**config.mk**
```make
export PLATFORM = sky130hd
export DESIGN_NAME = pimp_host
export DESIGN_NICKNAME = d
export VERILOG_FILES = /design/src/rtl/pimp_pkg.sv /design/src/rtl/pimp_cap_if.sv /design/src/rtl/pimp_capture.sv /design/src/rtl/pimp_host.sv
export VERILOG_INCLUDE_DIRS = /design/src /design/src/rtl
export SDC_FILE = /design/constraint.sdc
export NUM_CORES = 1
export LEC_CHECK = 0
export ABC_AREA = 1
export BUFFER_PORTS_ARGS = -buffer_cell sky130_fd_sc_hd__buf_2
export CAP_MARGIN = 15
export CORE_ASPECT_RATIO = 1.1
export CORE_UTILIZATION = 55
export DETAILED_ROUTE_END_ITERATION = 7
export MAX_ROUTING_LAYER = met4
export PLACE_DENSITY = 0.88
export SETUP_SLACK_MARGIN = 0.4
export SLEW_MARGIN = 10
export SYNTH_ARGS = -nofsm -noshare
export SYNTH_HDL_FRONTEND = slang
export SYNTH_HIERARCHICAL = 1
export SYNTH_SLANG_ARGS = --single-unit
```
**constraint.sdc**
```tcl
create_clock -name CLOCK_I -period 3.9 [get_ports CLOCK_I]
set_clock_uncertainty 0.05 [all_clocks]
set_input_delay 0.78 -clock CLOCK_I [delete_from_list [all_inputs] [get_ports CLOCK_I]]
set_output_delay 0.78 -clock CLOCK_I [all_outputs]
set_load 0.1 [all_outputs]
```
**src/rtl/pimp_params.svh**
```systemverilog
`ifndef PIMP_PARAMS_SVH
`define PIMP_PARAMS_SVH

// widths of the memory unit pins, and the bank address this unit answers to
`define PIMP_DATA_W 18
`define PIMP_ADDR_W 12
`define PIMP_BANK_W 4
`define PIMP_BANK_SEL 4'hF

// times in ns as printed, and the clock period in ns
`define PIMP_CLK_NS 8
`define PIMP_INIT_MIN_NS 50
`define PIMP_INIT_MAX_NS 450
`define PIMP_READ_CYC_NS 1200
`define PIMP_WRITE_CYC_NS 1000
`define PIMP_RC_MAX_NS 450
`define PIMP_DHOLD_MIN_NS 150

// cycle counts: least and longest times all round up
`define PIMP_INIT_CYC ((`PIMP_INIT_MIN_NS + `PIMP_CLK_NS - 1) / `PIMP_CLK_NS)
`define PIMP_READ_CYC ((`PIMP_READ_CYC_NS + `PIMP_CLK_NS - 1) / `PIMP_CLK_NS)
`define PIMP_WRITE_CYC ((`PIMP_WRITE_CYC_NS + `PIMP_CLK_NS - 1) / `PIMP_CLK_NS)
`define PIMP_DHOLD_CYC ((`PIMP_DHOLD_MIN_NS + `PIMP_CLK_NS - 1) / `PIMP_CLK_NS)
`define PIMP_RC_CYC ((`PIMP_RC_MAX_NS + `PIMP_CLK_NS - 1) / `PIMP_CLK_NS)
`define PIMP_CNT_W 8

`endif

```
**src/rtl/pimp_pkg.sv**
```systemverilog
`include "pimp_params.svh"

package pimp_pkg;
    typedef logic [`PIMP_DATA_W-1:0] pimp_data_t;
    typedef logic [`PIMP_ADDR_W-1:0] pimp_addr_t;
    typedef logic [`PIMP_BANK_W-1:0] pimp_bank_t;
    typedef logic [`PIMP_CNT_W-1:0] pimp_cnt_t;
    typedef enum logic [2:0] {
        PIMP_IDLE,
        PIMP_PULSE,
        PIMP_WAIT,
        PIMP_GAP
    } pimp_state_e;
endpackage : pimp_pkg

```
**src/rtl/pimp_cap_if.sv**
```systemverilog
`timescale 1ns/1ps

// carries the read-capture handshake between sequencer and capture register
interface pimp_cap_if;
    import pimp_pkg::*;
    logic clear;
    logic sample;
    pimp_data_t data;
    logic got;
    modport seq (output clear, output sample, input data, input got);
    modport cap (input clear, input sample, output data, output got);
endinterface : pimp_cap_if

```
**src/rtl/pimp_capture.sv**
```systemverilog
`timescale 1ns/1ps

module pimp_capture (
    input wire logic clk_i,            // system clock
    input wire logic rst_i,            // sync reset, high
    input wire logic complete_n_i,     // read-complete pin, low active
    input wire pimp_pkg::pimp_data_t dout_n_i, // data output pins, low active
    pimp_cap_if.cap cap                // handshake to sequencer
);
    import pimp_pkg::*;

    pimp_data_t data_reg;
    pimp_data_t data_next;
    logic got_reg;
    logic got_next;

    // outputs released read as one; a low pin means a stored one
    always_comb begin
        data_next = data_reg;
        got_next = got_reg;
        if (cap.clear) begin
            got_next = 1'b0;
        end
        if (cap.sample && !complete_n_i && !got_reg) begin
            data_next = ~dout_n_i;
            got_next = 1'b1;
        end
    end

    always_ff @(posedge clk_i) begin
        if (rst_i) begin
            data_reg <= '0;
            got_reg <= 1'b0;
        end else begin
            data_reg <= data_next;
            got_reg <= got_next;
        end
    end

    assign cap.data = data_reg;
    assign cap.got = got_reg;
endmodule : pimp_capture

```
**src/rtl/pimp_host.sv**
```systemverilog
`timescale 1ns/1ps
`include "pimp_params.svh"

module pimp_host (
    input wire logic CLOCK_I,                 // 125 MHz clock
    input wire logic RESET_I,                 // sync reset, high
    input wire logic REQ_VALID_I,             // user request valid
    output logic REQ_READY_O,                 // request taken this cycle
    input wire logic REQ_READ_I,              // 1 read, 0 write
    input wire pimp_pkg::pimp_addr_t REQ_ADDR_I, // word address
    input wire pimp_pkg::pimp_bank_t REQ_BANK_I, // bank address
    input wire pimp_pkg::pimp_data_t REQ_WDATA_I, // write data
    output logic RSP_VALID_O,                 // one-cycle end-of-cycle pulse
    output pimp_pkg::pimp_data_t RSP_RDATA_O, // read data
    output logic RSP_TIMEOUT_O,               // read of bank PIMP_BANK_SEL ended with no read-complete
    output logic MEM_INITIATE_O,              // initiate pin, high active
    output logic MEM_READ_O,                  // direction pin, high = read
    output pimp_pkg::pimp_addr_t MEM_ADDR_O,  // word address pins
    output pimp_pkg::pimp_bank_t MEM_BANK_O,  // bank address pins
    output pimp_pkg::pimp_data_t MEM_DIN_O,   // data input pins
    input wire logic MEM_COMPLETE_N_I,        // read-complete pin, low active
    input wire pimp_pkg::pimp_data_t MEM_DOUT_N_I // data output pins, low active
);
    import pimp_pkg::*;

    // ------------------------------------------------------------
    // sequencer
    // ------------------------------------------------------------
    pimp_state_e state_reg;
    pimp_state_e state_next;
    pimp_cnt_t cnt_reg;
    pimp_cnt_t cnt_next;
    logic read_reg;
    logic read_next;
    pimp_addr_t addr_reg;
    pimp_addr_t addr_next;
    pimp_bank_t bank_reg;
    pimp_bank_t bank_next;
    pimp_data_t din_reg;
    pimp_data_t din_next;
    logic rsp_reg;
    logic rsp_next;
    logic tmo_reg;
    logic tmo_next;
    pimp_data_t rdata_reg;
    pimp_data_t rdata_next;

    pimp_cap_if cap_bus ();

    function automatic pimp_cnt_t cycle_len(input logic rd);
        cycle_len = rd ? pimp_cnt_t'(`PIMP_READ_CYC) : pimp_cnt_t'(`PIMP_WRITE_CYC);
    endfunction : cycle_len

    assign REQ_READY_O = (state_reg == PIMP_IDLE);

    always_comb begin
        state_next = state_reg;
        cnt_next = cnt_reg;
        read_next = read_reg;
        addr_next = addr_reg;
        bank_next = bank_reg;
        din_next = din_reg;
        rsp_next = 1'b0;
        tmo_next = tmo_reg;
        rdata_next = rdata_reg;
        cap_bus.clear = 1'b0;
        cap_bus.sample = 1'b0;
        case (state_reg)
            PIMP_IDLE: begin
                if (REQ_VALID_I) begin
                    // lines latched on the same edge that raises initiate
                    read_next = REQ_READ_I;
                    addr_next = REQ_ADDR_I;
                    bank_next = REQ_BANK_I;
                    din_next = REQ_WDATA_I;
                    cnt_next = pimp_cnt_t'(`PIMP_INIT_CYC);
                    cap_bus.clear = 1'b1;
                    state_next = PIMP_PULSE;
                end
            end
            PIMP_PULSE: begin
                // 7 cycles = 56 ns, inside the 50..450 ns window
                cnt_next = cnt_reg - pimp_cnt_t'(1);
                if (cnt_reg == pimp_cnt_t'(1)) begin
                    cnt_next = cycle_len(read_reg) - pimp_cnt_t'(`PIMP_INIT_CYC);
                    state_next = PIMP_WAIT;
                end
            end
            PIMP_WAIT: begin
                // lines stay put for the full worst-case cycle time
                cap_bus.sample = read_reg;
                cnt_next = cnt_reg - pimp_cnt_t'(1);
                if (cnt_reg == pimp_cnt_t'(1)) begin
                    rsp_next = 1'b1;
                    rdata_next = cap_bus.got ? cap_bus.data : '0;
                    // unmatched bank means no answer by design, not a fault
                    tmo_next = read_reg && (bank_reg == `PIMP_BANK_SEL) && !cap_bus.got;
                    cnt_next = pimp_cnt_t'(`PIMP_DHOLD_CYC);
                    state_next = PIMP_GAP;
                end
            end
            PIMP_GAP: begin
                // small idle gap lets the device release its outputs
                cnt_next = cnt_reg - pimp_cnt_t'(1);
                if (cnt_reg == pimp_cnt_t'(1)) begin
                    state_next = PIMP_IDLE;
                end
            end
            default: begin
                state_next = PIMP_IDLE;
            end
        endcase
    end

    always_ff @(posedge CLOCK_I) begin
        if (RESET_I) begin
            state_reg <= PIMP_IDLE;
            cnt_reg <= '0;
            read_reg <= 1'b1;
            addr_reg <= '0;
            bank_reg <= '0;
            din_reg <= '0;
            rsp_reg <= 1'b0;
            tmo_reg <= 1'b0;
            rdata_reg <= '0;
        end else begin
            state_reg <= state_next;
            cnt_reg <= cnt_next;
            read_reg <= read_next;
            addr_reg <= addr_next;
            bank_reg <= bank_next;
            din_reg <= din_next;
            rsp_reg <= rsp_next;
            tmo_reg <= tmo_next;
            rdata_reg <= rdata_next;
        end
    end

    // ------------------------------------------------------------
    // read capture
    // ------------------------------------------------------------
    pimp_capture u_capture (
        .clk_i(CLOCK_I),
        .rst_i(RESET_I),
        .complete_n_i(MEM_COMPLETE_N_I),
        .dout_n_i(MEM_DOUT_N_I),
        .cap(cap_bus)
    );

    assign MEM_INITIATE_O = (state_reg == PIMP_PULSE);
    assign MEM_READ_O = read_reg;
    assign MEM_ADDR_O = addr_reg;
    assign MEM_BANK_O = bank_reg;
    assign MEM_DIN_O = din_reg;
    assign RSP_VALID_O = rsp_reg;
    assign RSP_RDATA_O = rdata_reg;
    assign RSP_TIMEOUT_O = tmo_reg;
endmodule : pimp_host

```
Word-level counts from Yosys, hierarchy flattened --
Index checks and enable logic that the tools add are counted.
Operators by class: equal/unequal tests 9, multiplexer cells 17, shift operators 0, order comparisons 0, multipliers 0, add/sub/neg operators 2, bitwise operators 2, reduce and logical (&&, ||, !) cells 14, div/mod/pow operators 0
Operators by type and width (count):
- $mux 8 | 4
- $pmux 8 s4 | 1
- $mux 18 | 1
- $not 18->18 | 1
- $mux 3 | 4
- $pmux 3 s4 | 1
- $eq 8x1->1 const B | 1
- $sub 8x1->8 const B | 1
- $sub 8x3->8 const B | 1
- $eq 3x2->1 const B | 2
- $mux 1 | 6
- $ne 2x2->1 const B | 3
- $reduce_and 2->1 | 3
- $eq 4x4->1 const B | 1
- $logic_and 1x1->1 | 4
- $reduce_and 4->1 | 1
- $reduce_bool 4->1 | 1
- $eq 3x1->1 const B | 1
- $logic_not 3->1 | 1
- $logic_not 1->1 | 2
- $ne 2x1->1 const B | 1
- $reduce_bool 2->1 | 1
- $reduce_or 2->1 | 1
- $not 1->1 | 1
Storage, ports and cells: memories kept 0, input bits 57, latch bits 0, memory bits (read-only) 0, register bits after elaboration 85, RAM bits 0, output and inout bits 57

Logic depth before layout (Yosys ltp) --
Gate-level depths: netlist of run 1.
depth in word-level cells 5, mapped depth 11, mapped depth without buffers 11

Cells and area by module --
The synthesis of run 1 kept the hierarchy.
By module, submodules not included:
- pimp_host | sequential area each 1301.2 µm², area an instance 2760.1 µm², cells each 375, times used 1
- pimp_capture | sequential area each 380.4 µm², area an instance 919.6 µm², cells each 140, times used 1

Least setup slack after synthesis of run 1 --
No wires, ideal clock.
kind reg2reg, from register state_reg[0], to register bank_reg[1], in the netlist MEM_BANK_O[1], cell stages (with the launch flop) 8, data required time 3785 ps, data arrival time 2229 ps, buffers on the path 1, path slack 1556 ps, cell sequence dfxtp_1 -> inv_1 -> ha_1 -> nand2_1 -> inv_2 -> buf_1 -> nor2_1 -> nor2_1
Between the ends: longest elaborated chain between the ends 2
RTL lines:
- start, declared | RTL line pimp_host.sv:29 | pimp_state_e state_reg;
- start signal, assigned | RTL line pimp_host.sv:127 | state_reg <= state_next;
- $logic_not 3->1
- net REQ_READY_O | RTL line pimp_host.sv:8 | output logic REQ_READY_O,
- $reduce_and 2->1 (no source line)
- end signal, assigned | RTL line pimp_host.sv:131 | bank_reg <= bank_next;
- end, declared | RTL line pimp_host.sv:37 | pimp_bank_t bank_reg;
The timed path passes the listed nets, and every way through them passes these cells. A chain may end at the register's enable or synchronous reset.

Worst setup path after layout of run 1 --
from register state_reg[1], to output port MEM_INITIATE_O
Between the ends: longest elaborated chain between the ends 1
RTL lines:
- $eq 3x1->1 | RTL line pimp_host.sv:150 | assign MEM_INITIATE_O = (state_reg == PIMP_PULSE);
- end, declared | RTL line pimp_host.sv:16 | output logic MEM_INITIATE_O,
No other way between the ends.

==> run_results.csv, run 1 <==
group,metric,value,unit
cells_and_area,layout-drive-gt1-share,0.233,
route,wire_per_inst,12.1,um
die,dieWidth,80.0,um
yosys,yosys_register_bits,84,
cells_and_area,antenna-diode-count,0,
global_route,grt-ovfl-total,0,
power_and_ir_drop,internal-power,0.00163,W
clock_network,post_cts_resize_count,0,
route,post-route-drc-count,0,
route,firstDrtPassIters,5,
clock_network,clk_latency,350,ps
sta,maxSlewHeadroom,0.385,
power_and_ir_drop,p_sw,0.00180,W
sta,final-max-slew-violation-count,0,
clock_network,cts_made_buffers,9,
setup_path,cp_data_arrival_time,1580,ps
cells_and_area,fillerInstances,538,
clock_network,cts_buffer_depth,2,
yosys,synth-edff-count,0,
power_and_ir_drop,power.static_leakage,2.29,nW
sta,final_min_period_over_clock_period,0.618,
setup_path,worst_setup_path_start_kind,"flop",
place,portBuffers,113,
yosys,synth_flop_cell,"sky130_fd_sc_hd__dfxtp_1",
sta,unrepaired_setup_endpoints_after_global_routing,"false",
clock_network,tritoncts,"built",
run,max_cap_viol_count,0,
die,die_h,87.8,um
die,floorplan.rows,30,
yosys,yosysWarnings,6,
die,num_io_pins,114,
sta,finalHoldViolCount,0,
clock_network,clk_pin_slew_worst_paths,90,ps
clock_network,number_of_h_tree_branching_levels,3,
clock_network,clock_tree.root_cell,"sky130_fd_sc_hd__clkbuf_8",
power_and_ir_drop,swShare,0.524,
yosys,postSynthNetCount,578,
yosys,syn_avg_cell_area,7.15,um^2
yosys,ffs_w_async_s_r_synth,0,
place,gp_routability_congestion,0.912,
setup_path,critPathMaxFanout,6,
die,start_util,0.584,
yosys,synthesis.instances,515,
global_route,number_of_antenna_violations_at_the_first_check_in_global_routing,0,
die,core,6310,um^2
setup_path,required,3070,ps
global_route,grt_first_pass_wirelength,14.0,mm
route,detail_route.iter0.violations,191,
setup_path,end_kind,"output port",
power_and_ir_drop,seq_power_share,0.329,
power_and_ir_drop,comb_power_share,0.510,
global_route,all_layer_global_routing_usage,0.266,
clock_network,buffers_inserted_by_post_cts_timing_repair,0,
cells_and_area,area_growth,19.6,%
route,detail_route.vias_per_cell,5.08,
setup_path,path_class,"reg -> out",
route,ant_nets,0,
sta,setup_viol,0,
power_and_ir_drop,share_clk_of_total_power,0.162,
route,drt_wl_total,8.48,mm
power_and_ir_drop,largest_vdd_supply_drop,0.562,mV
clock_network,cts_num_sinks,84,
yosys,synth.cell_area,3680,um^2
cells_and_area,finish.utilization,0.698,
sta,fin_setup_tns,0,ps
die,area_of_the_die,7020,um^2
place,post-dp-hpwl,6.13,mm
status,status,"completed",
global_route,grt_pass1_vias,3106,
yosys,post_synth_num_cell_types,27,
global_route,maximum_number_of_pins_on_one_net_before_global_route_repair,38,
cells_and_area,nets_final,679,
power_and_ir_drop,power_per_cell_area,778,nW/um^2
route,vias,3562,
clock_network,hold_buffers,0,
sta,min_period,2410,ps
sta,worstMarginPinSlew,921,ps
sta,maxClockFrequency,415,MHz
min_path,hp-class,"reg -> reg",
yosys,synth.yosys.seq_area_share,0.457,
==> per-stage QoR <==
| step | hold WS [ps] | total power (W) | std cells | setup WS [ps] | area [um^2] |
|---|---|---|---|---|---|
| floorplan | 393 | 0.00260 | 515 | 1560 | 3680 |
| global placement | 402 | 0.00283 | 685 | 1570 | 4230 |
| detailed placement | 404 | 0.00288 | 685 | 1490 | 4230 |
| CTS | 418 | 0.00343 | 701 | 1490 | 4400 |
| global route | 430 | 0.00365 | 701 | 1440 | 4400 |
| finish | 415 | 0.00343 | 701 | 1490 | 4400 |
==> worst paths after layout <==
| check | slack, ps | cells past startpoint | to | from |
|---|---|---|---|---|
| worst max-delay path | 1490 | 3 | MEM_INITIATE_O | state_reg[1] |
| worst min register to register | 410 | 2 | RSP_RDATA_O[8] | u_capture/cap.data[8] |
| worst min-delay path | 410 | 2 | RSP_RDATA_O[8] | u_capture/cap.data[8] |
| worst max register to register | 1860 | 8 | u_capture/cap.data[0] | state_reg[0] |
==> layout make-up <==
type	count	area, um^2	area share
Clock buffer	9	124	0.0281
Clock inverter	7	52.6	0.0119
Multi-Input combinational cell	340	1620	0.367
Inverter	66	248	0.0563
Timing Repair Buffer	115	581	0.132
Tap cell	80	100	0.0227
Sequential cell	84	1680	0.382
==> critical path, stage by stage (launching register included) <==
cell and delay [ps]:
sky130_fd_sc_hd__dfxtp_1 340, sky130_fd_sc_hd__inv_1 100, sky130_fd_sc_hd__ha_1 310, sky130_fd_sc_hd__buf_2 480
==> cells by family after synthesis <==
| family | count (synthesis) | synth area share |
|---|---|---|
| AO/OA/AOI/OAI | 62 | 0.0853 |
| XOR/XNOR | 2 | 0.00476 |
| adder cells (fa/ha/maj) | 6 | 0.0204 |
| buffers and inverters | 91 | 0.104 |
| flip-flops | 84 | 0.457 |
| AND/OR/NAND/NOR | 270 | 0.328 |
==> cell usage after synthesis (2+ instances only) <==
| cell type | n | area share |
|---|---|---|
| sky130_fd_sc_hd__a21oi_1 | 17 | 0.023 |
| sky130_fd_sc_hd__buf_2 | 12 | 0.016 |
| sky130_fd_sc_hd__buf_6 | 3 | 0.0092 |
| sky130_fd_sc_hd__clkbuf_1 | 8 | 0.0082 |
| sky130_fd_sc_hd__dfxtp_1 | 84 | 0.46 |
| sky130_fd_sc_hd__ha_1 | 6 | 0.020 |
| sky130_fd_sc_hd__inv_1 | 61 | 0.062 |
| sky130_fd_sc_hd__inv_2 | 4 | 0.0041 |
| sky130_fd_sc_hd__nand2_1 | 101 | 0.10 |
| sky130_fd_sc_hd__nand2_4 | 2 | 0.0061 |
| sky130_fd_sc_hd__nand3_1 | 47 | 0.064 |
| sky130_fd_sc_hd__nand4_1 | 19 | 0.032 |
| sky130_fd_sc_hd__nor2_1 | 91 | 0.093 |
| sky130_fd_sc_hd__nor2_2 | 2 | 0.0034 |
| sky130_fd_sc_hd__nor2_4 | 2 | 0.0061 |
| sky130_fd_sc_hd__nor2_8 | 2 | 0.011 |
| sky130_fd_sc_hd__o21ai_0 | 43 | 0.058 |
| sky130_fd_sc_hd__xor2_1 | 2 | 0.0048 |
==> power by group through the flow <==
| stage | clock network, W | logic, W | registers, W |
|---|---|---|---|
| floorplan | 0 | 0.000835 | 0.00176 |
| global placement | 0 | 0.00170 | 0.00114 |
| detailed placement | 0 | 0.00174 | 0.00114 |
| CTS | 0.000566 | 0.00174 | 0.00112 |
| global route | 0.000606 | 0.00189 | 0.00115 |
| finish | 0.000554 | 0.00175 | 0.00113 |
==> metal layers <==
layer  global-route usage  part of all wire  routed length [um]
met2                0.436              0.48                4090
met1                0.319              0.44                3760
met4                0.101             0.022                 189
met3               0.0604             0.053                 448
met5                    -                 0                   0
==> placed cells by master (no fill, tap or decap) <==
| cell | instances |
|---|---|
| sky130_fd_sc_hd__xor2_1 | 2 |
| sky130_fd_sc_hd__o211ai_1 | 1 |
| sky130_fd_sc_hd__nand4_1 | 19 |
| sky130_fd_sc_hd__buf_2 | 113 |
| sky130_fd_sc_hd__clkinv_4 | 1 |
| sky130_fd_sc_hd__clkinv_1 | 1 |
| sky130_fd_sc_hd__clkbuf_8 | 9 |
| sky130_fd_sc_hd__or2_1 | 1 |
| sky130_fd_sc_hd__nand2_4 | 2 |
| sky130_fd_sc_hd__clkinvlp_4 | 3 |
| sky130_fd_sc_hd__clkinv_2 | 2 |
| sky130_fd_sc_hd__inv_8 | 1 |
| sky130_fd_sc_hd__nor2_8 | 2 |
| sky130_fd_sc_hd__nand2_1 | 101 |
| sky130_fd_sc_hd__nor2_2 | 2 |
| sky130_fd_sc_hd__dfxtp_1 | 84 |
| sky130_fd_sc_hd__inv_1 | 61 |
| sky130_fd_sc_hd__ha_1 | 6 |
| sky130_fd_sc_hd__o21ai_0 | 43 |
| sky130_fd_sc_hd__buf_4 | 2 |
| sky130_fd_sc_hd__a21oi_1 | 17 |
| sky130_fd_sc_hd__nor2_4 | 2 |
| sky130_fd_sc_hd__a31oi_1 | 1 |
| sky130_fd_sc_hd__nand2_2 | 1 |
| sky130_fd_sc_hd__nand3_4 | 1 |
| sky130_fd_sc_hd__nor2_1 | 91 |
| sky130_fd_sc_hd__inv_2 | 4 |
| sky130_fd_sc_hd__nand3_1 | 47 |
| sky130_fd_sc_hd__nor4_1 | 1 |
No activity file was read; power rests on OpenSTA's default activity.
==> run 2: changes to the inputs <==
--- a/config.mk
+++ b/config.mk
@@ -6,14 +6,14 @@
 export SDC_FILE = /design/constraint.sdc
 export NUM_CORES = 1
 export LEC_CHECK = 0
-export ABC_AREA = 1
+export ABC_AREA = 0
 export BUFFER_PORTS_ARGS = -buffer_cell sky130_fd_sc_hd__buf_2
 export CAP_MARGIN = 15
 export CORE_ASPECT_RATIO = 1.1
-export CORE_UTILIZATION = 55
+export CORE_UTILIZATION = 46
 export DETAILED_ROUTE_END_ITERATION = 7
 export MAX_ROUTING_LAYER = met4
-export PLACE_DENSITY = 0.88
+export PLACE_DENSITY = 0.79
 export SETUP_SLACK_MARGIN = 0.4
 export SLEW_MARGIN = 10
 export SYNTH_ARGS = -nofsm -noshare
==> constraint.sdc (replaced) <==
create_clock -name CLOCK_I -period 2.1 [get_ports CLOCK_I]
set_clock_uncertainty 0.05 [all_clocks]
set_input_delay 0.42 -clock CLOCK_I [delete_from_list [all_inputs] [get_ports CLOCK_I]]
set_output_delay 0.42 -clock CLOCK_I [all_outputs]
set_load 0.1 [all_outputs]
==> run 2 against run 1 <==
Against the previous run: sequential power up 81%; non-clock buffer count up 28; largest power group unchanged; critical path type is now reg -> reg; critical path depth up 3; synthesized area decreased by 3.4%; first-iteration DRC count up 9.9%; critical endpoint is now cnt_reg[7]; synthesized cell count down 25%.
==> run_results.csv, run 2 <==
group,metric,value,unit
status,status,"completed",
global_route,grt-ovfl-total,0,
setup_path,regToRegSetupSlack,240,ps
die,core,7470,um^2
route,detail_route.vias_per_cell,5.26,
power_and_ir_drop,power_per_cell_area,1320,nW/um^2
die,num_io_pins,114,
setup_path,worst_setup_path_start_kind,"flop",
clock_network,clock_tree.root_cell,"sky130_fd_sc_hd__clkbuf_8",
sta,hold_ws,226,ps
place,portBuffers,113,
run,max_cap_viol_count,0,
yosys,post-synth-top-area-fraction,0.473,
die,floorplan.rows,33,
sta,finalHoldViolCount,0,
die,die_h,94.2,um
route,drt_wl_total,9.33,mm
yosys,ffs_w_async_s_r_synth,0,
clock_network,number_of_h_tree_branching_levels,3,
cells_and_area,mostFrequentLayoutCells,"sky130_fd_sc_hd__buf_2 (111), sky130_fd_sc_hd__nand2_1 (77), sky130_fd_sc_hd__dfxtp_1 (76), sky130_fd_sc_hd__a21oi_1 (41), sky130_fd_sc_hd__inv_1 (22)",
cells_and_area,multiInputGateArea,1790,um^2
yosys,synth.yosys.seq_area_share,0.473,
power_and_ir_drop,power.static_leakage,2.07,nW
yosys,yosysWarnings,6,
power_and_ir_drop,largest_vdd_supply_drop,0.778,mV
sta,min_period,1860,ps
yosys,post_synth_most_frequent_cells,"sky130_fd_sc_hd__dfxtp_1 (84), sky130_fd_sc_hd__nand2_1 (77), sky130_fd_sc_hd__a21oi_1 (42)",
cells_and_area,antenna-diode-count,0,
sta,final_min_period_over_clock_period,0.888,
clock_network,clk_pin_slew_worst_paths,90,ps
global_route,number_of_antenna_violations_at_the_first_check_in_global_routing,0,
route,vias,3281,
cells_and_area,fillerInstances,609,
cells_and_area,final_common_cell,"sky130_fd_sc_hd__buf_2",
yosys,area_leader_netlist,"sky130_fd_sc_hd__dfxtp_1",
yosys,syn_avg_cell_area,9.23,um^2
clock_network,cts_buffer_depth,2,
global_route,grt_pass1_vias,2926,
setup_path,required,2320,ps
min_path,hp-class,"in -> reg",
die,area_of_the_die,8080,um^2
setup_path,critPathMaxFanout,5,
global_route,maximum_number_of_pins_on_one_net_before_global_route_repair,37,
yosys,post_synth_main_area_contributors,"sky130_fd_sc_hd__dfxtp_1 (47%), sky130_fd_sc_hd__nand2_1 (8.1%), sky130_fd_sc_hd__a21oi_1 (5.9%)",
cells_and_area,register_area,1700,um^2
clock_network,clk_latency,360,ps
clock_network,tritoncts,"built",
clock_network,cts_made_buffers,9,
yosys,postSynthNetCount,448,
cells_and_area,area_growth,36.1,%
yosys,post_synth_num_cell_types,49,
setup_path,end_kind,"flop",
global_route,grt_first_pass_wirelength,13.4,mm
route,ant_nets,0,
yosys,synth-edff-count,0,
sta,unrepaired_setup_endpoints_after_global_routing,"true",
route,wire_per_inst,14.9,um
yosys,yosys_register_bits,84,
route,firstDrtPassIters,4,
route,detail_route.iter0.violations,210,
sta,maxSlewHeadroom,0.661,
yosys,synthesis.instances,385,
sta,setup_viol,0,
setup_path,cp_data_arrival_time,2080,ps
clock_network,cts_num_sinks,84,
sta,final-max-slew-violation-count,0,
sta,fin_setup_tns,0,ps
yosys,synth_most_common_cell,"sky130_fd_sc_hd__dfxtp_1",
cells_and_area,layout-drive-gt1-share,0.437,
die,dieWidth,85.8,um
sta,worstMarginPinSlew,495,ps
global_route,all_layer_global_routing_usage,0.216,
place,gp_routability_congestion,0.912,
route,post-route-drc-count,0,
cells_and_area,nets_final,577,
setup_path,path_class,"reg -> reg",
place,post-dp-hpwl,5.76,mm
yosys,synth.cell_area,3550,um^2
sta,maxClockFrequency,537,MHz
yosys,synth_flop_cell,"sky130_fd_sc_hd__dfxtp_1",
die,start_util,0.475,
-- run 2: cell types whose count changed in the layout (fill, tap and decap cells not counted), moves of 10 or more --
cell / before / now
sky130_fd_sc_hd__a211oi_2: 0 / 19
sky130_fd_sc_hd__a21oi_1: 17 / 41
sky130_fd_sc_hd__a22o_2: 0 / 10
sky130_fd_sc_hd__buf_4: 2 / 19
sky130_fd_sc_hd__inv_1: 61 / 22
sky130_fd_sc_hd__nand2_1: 101 / 77
sky130_fd_sc_hd__nand3_1: 47 / 1
sky130_fd_sc_hd__nand4_1: 19 / 1
sky130_fd_sc_hd__nor2_1: 91 / 8
sky130_fd_sc_hd__nor4bb_1: 0 / 11
sky130_fd_sc_hd__o21ai_0: 43 / 7
-- run 2: per-layer routing --
metal  GRT usage  part of all wire  vias up
li1            -                 -     1611
met5           -                 0        -
met1       0.275              0.44     1525
met2       0.333              0.49      131
met3      0.0527             0.061       14
met4      0.0833             0.015        0
-- run 2: repair_timing --
action / CTS / global route
gates cloned: 0 / 5
gates resized for setup: 17 / 28
setup endpoints to repair: 50 / 61
setup buffers: 9 / 5
hold buffers: 0 / 0
pin swaps: 2 / 9
-- run 2: worst paths after layout --
kind	start	to	cells past startpoint
hold reg to reg	MEM_ADDR_O[2]	MEM_ADDR_O[2]	2
hold / removal	REQ_READ_I	MEM_READ_O	3
setup / recovery	state_reg[0]	cnt_reg[7]	6
setup reg to reg	state_reg[0]	cnt_reg[7]	6
-- run 2: kinds of logic after synthesis --
logic type      share of synthesized area
xor+xnor                          0.00740
flops                               0.473
simple gates                        0.218
fa+ha+maj                          0.0211
compound gates                      0.209
buf+inv                            0.0715
-- run 2: where the power goes --
part           internal, W  total (W)  leakage [nW]  switching [W]
clock network     0.000569    0.00120         0.107       0.000634
logic              0.00107    0.00313          1.28        0.00206
registers          0.00184    0.00205         0.687       0.000213
-- run 2: layout make-up --
cell class | instances | area share
multi-input combinational | 250 | 0.371
sequential | 84 | 0.351
timing repair buffer | 143 | 0.188
tap | 105 | 0.0272
clock buffer | 9 | 0.0256
inverter | 26 | 0.0212
clock inverter | 7 | 0.0163
-- run 2: per-stage QoR --
stage / util / instances / power, W / setup WS, ps / cell area (um^2)
floorplan: - / 385 / 0.00425 / 225 / 3650
global placement: 0.570 / 589 / 0.00468 / 181 / 4260
detailed placement: 0.570 / 589 / 0.00473 / 127 / 4260
CTS: 0.616 / 614 / 0.00616 / 235 / 4600
global route: 0.647 / 624 / 0.00670 / 175 / 4840
finish: 0.647 / 624 / 0.00639 / 236 / 4840
-- run 2: critical path, stage by stage (launching register included) --
cell and delay, ps:
sky130_fd_sc_hd__dfxtp_4 410, sky130_fd_sc_hd__inv_4 60, sky130_fd_sc_hd__ha_4 170, sky130_fd_sc_hd__or4_4 510
sky130_fd_sc_hd__and2_4 170, sky130_fd_sc_hd__or3b_1 360, sky130_fd_sc_hd__o41ai_2 50
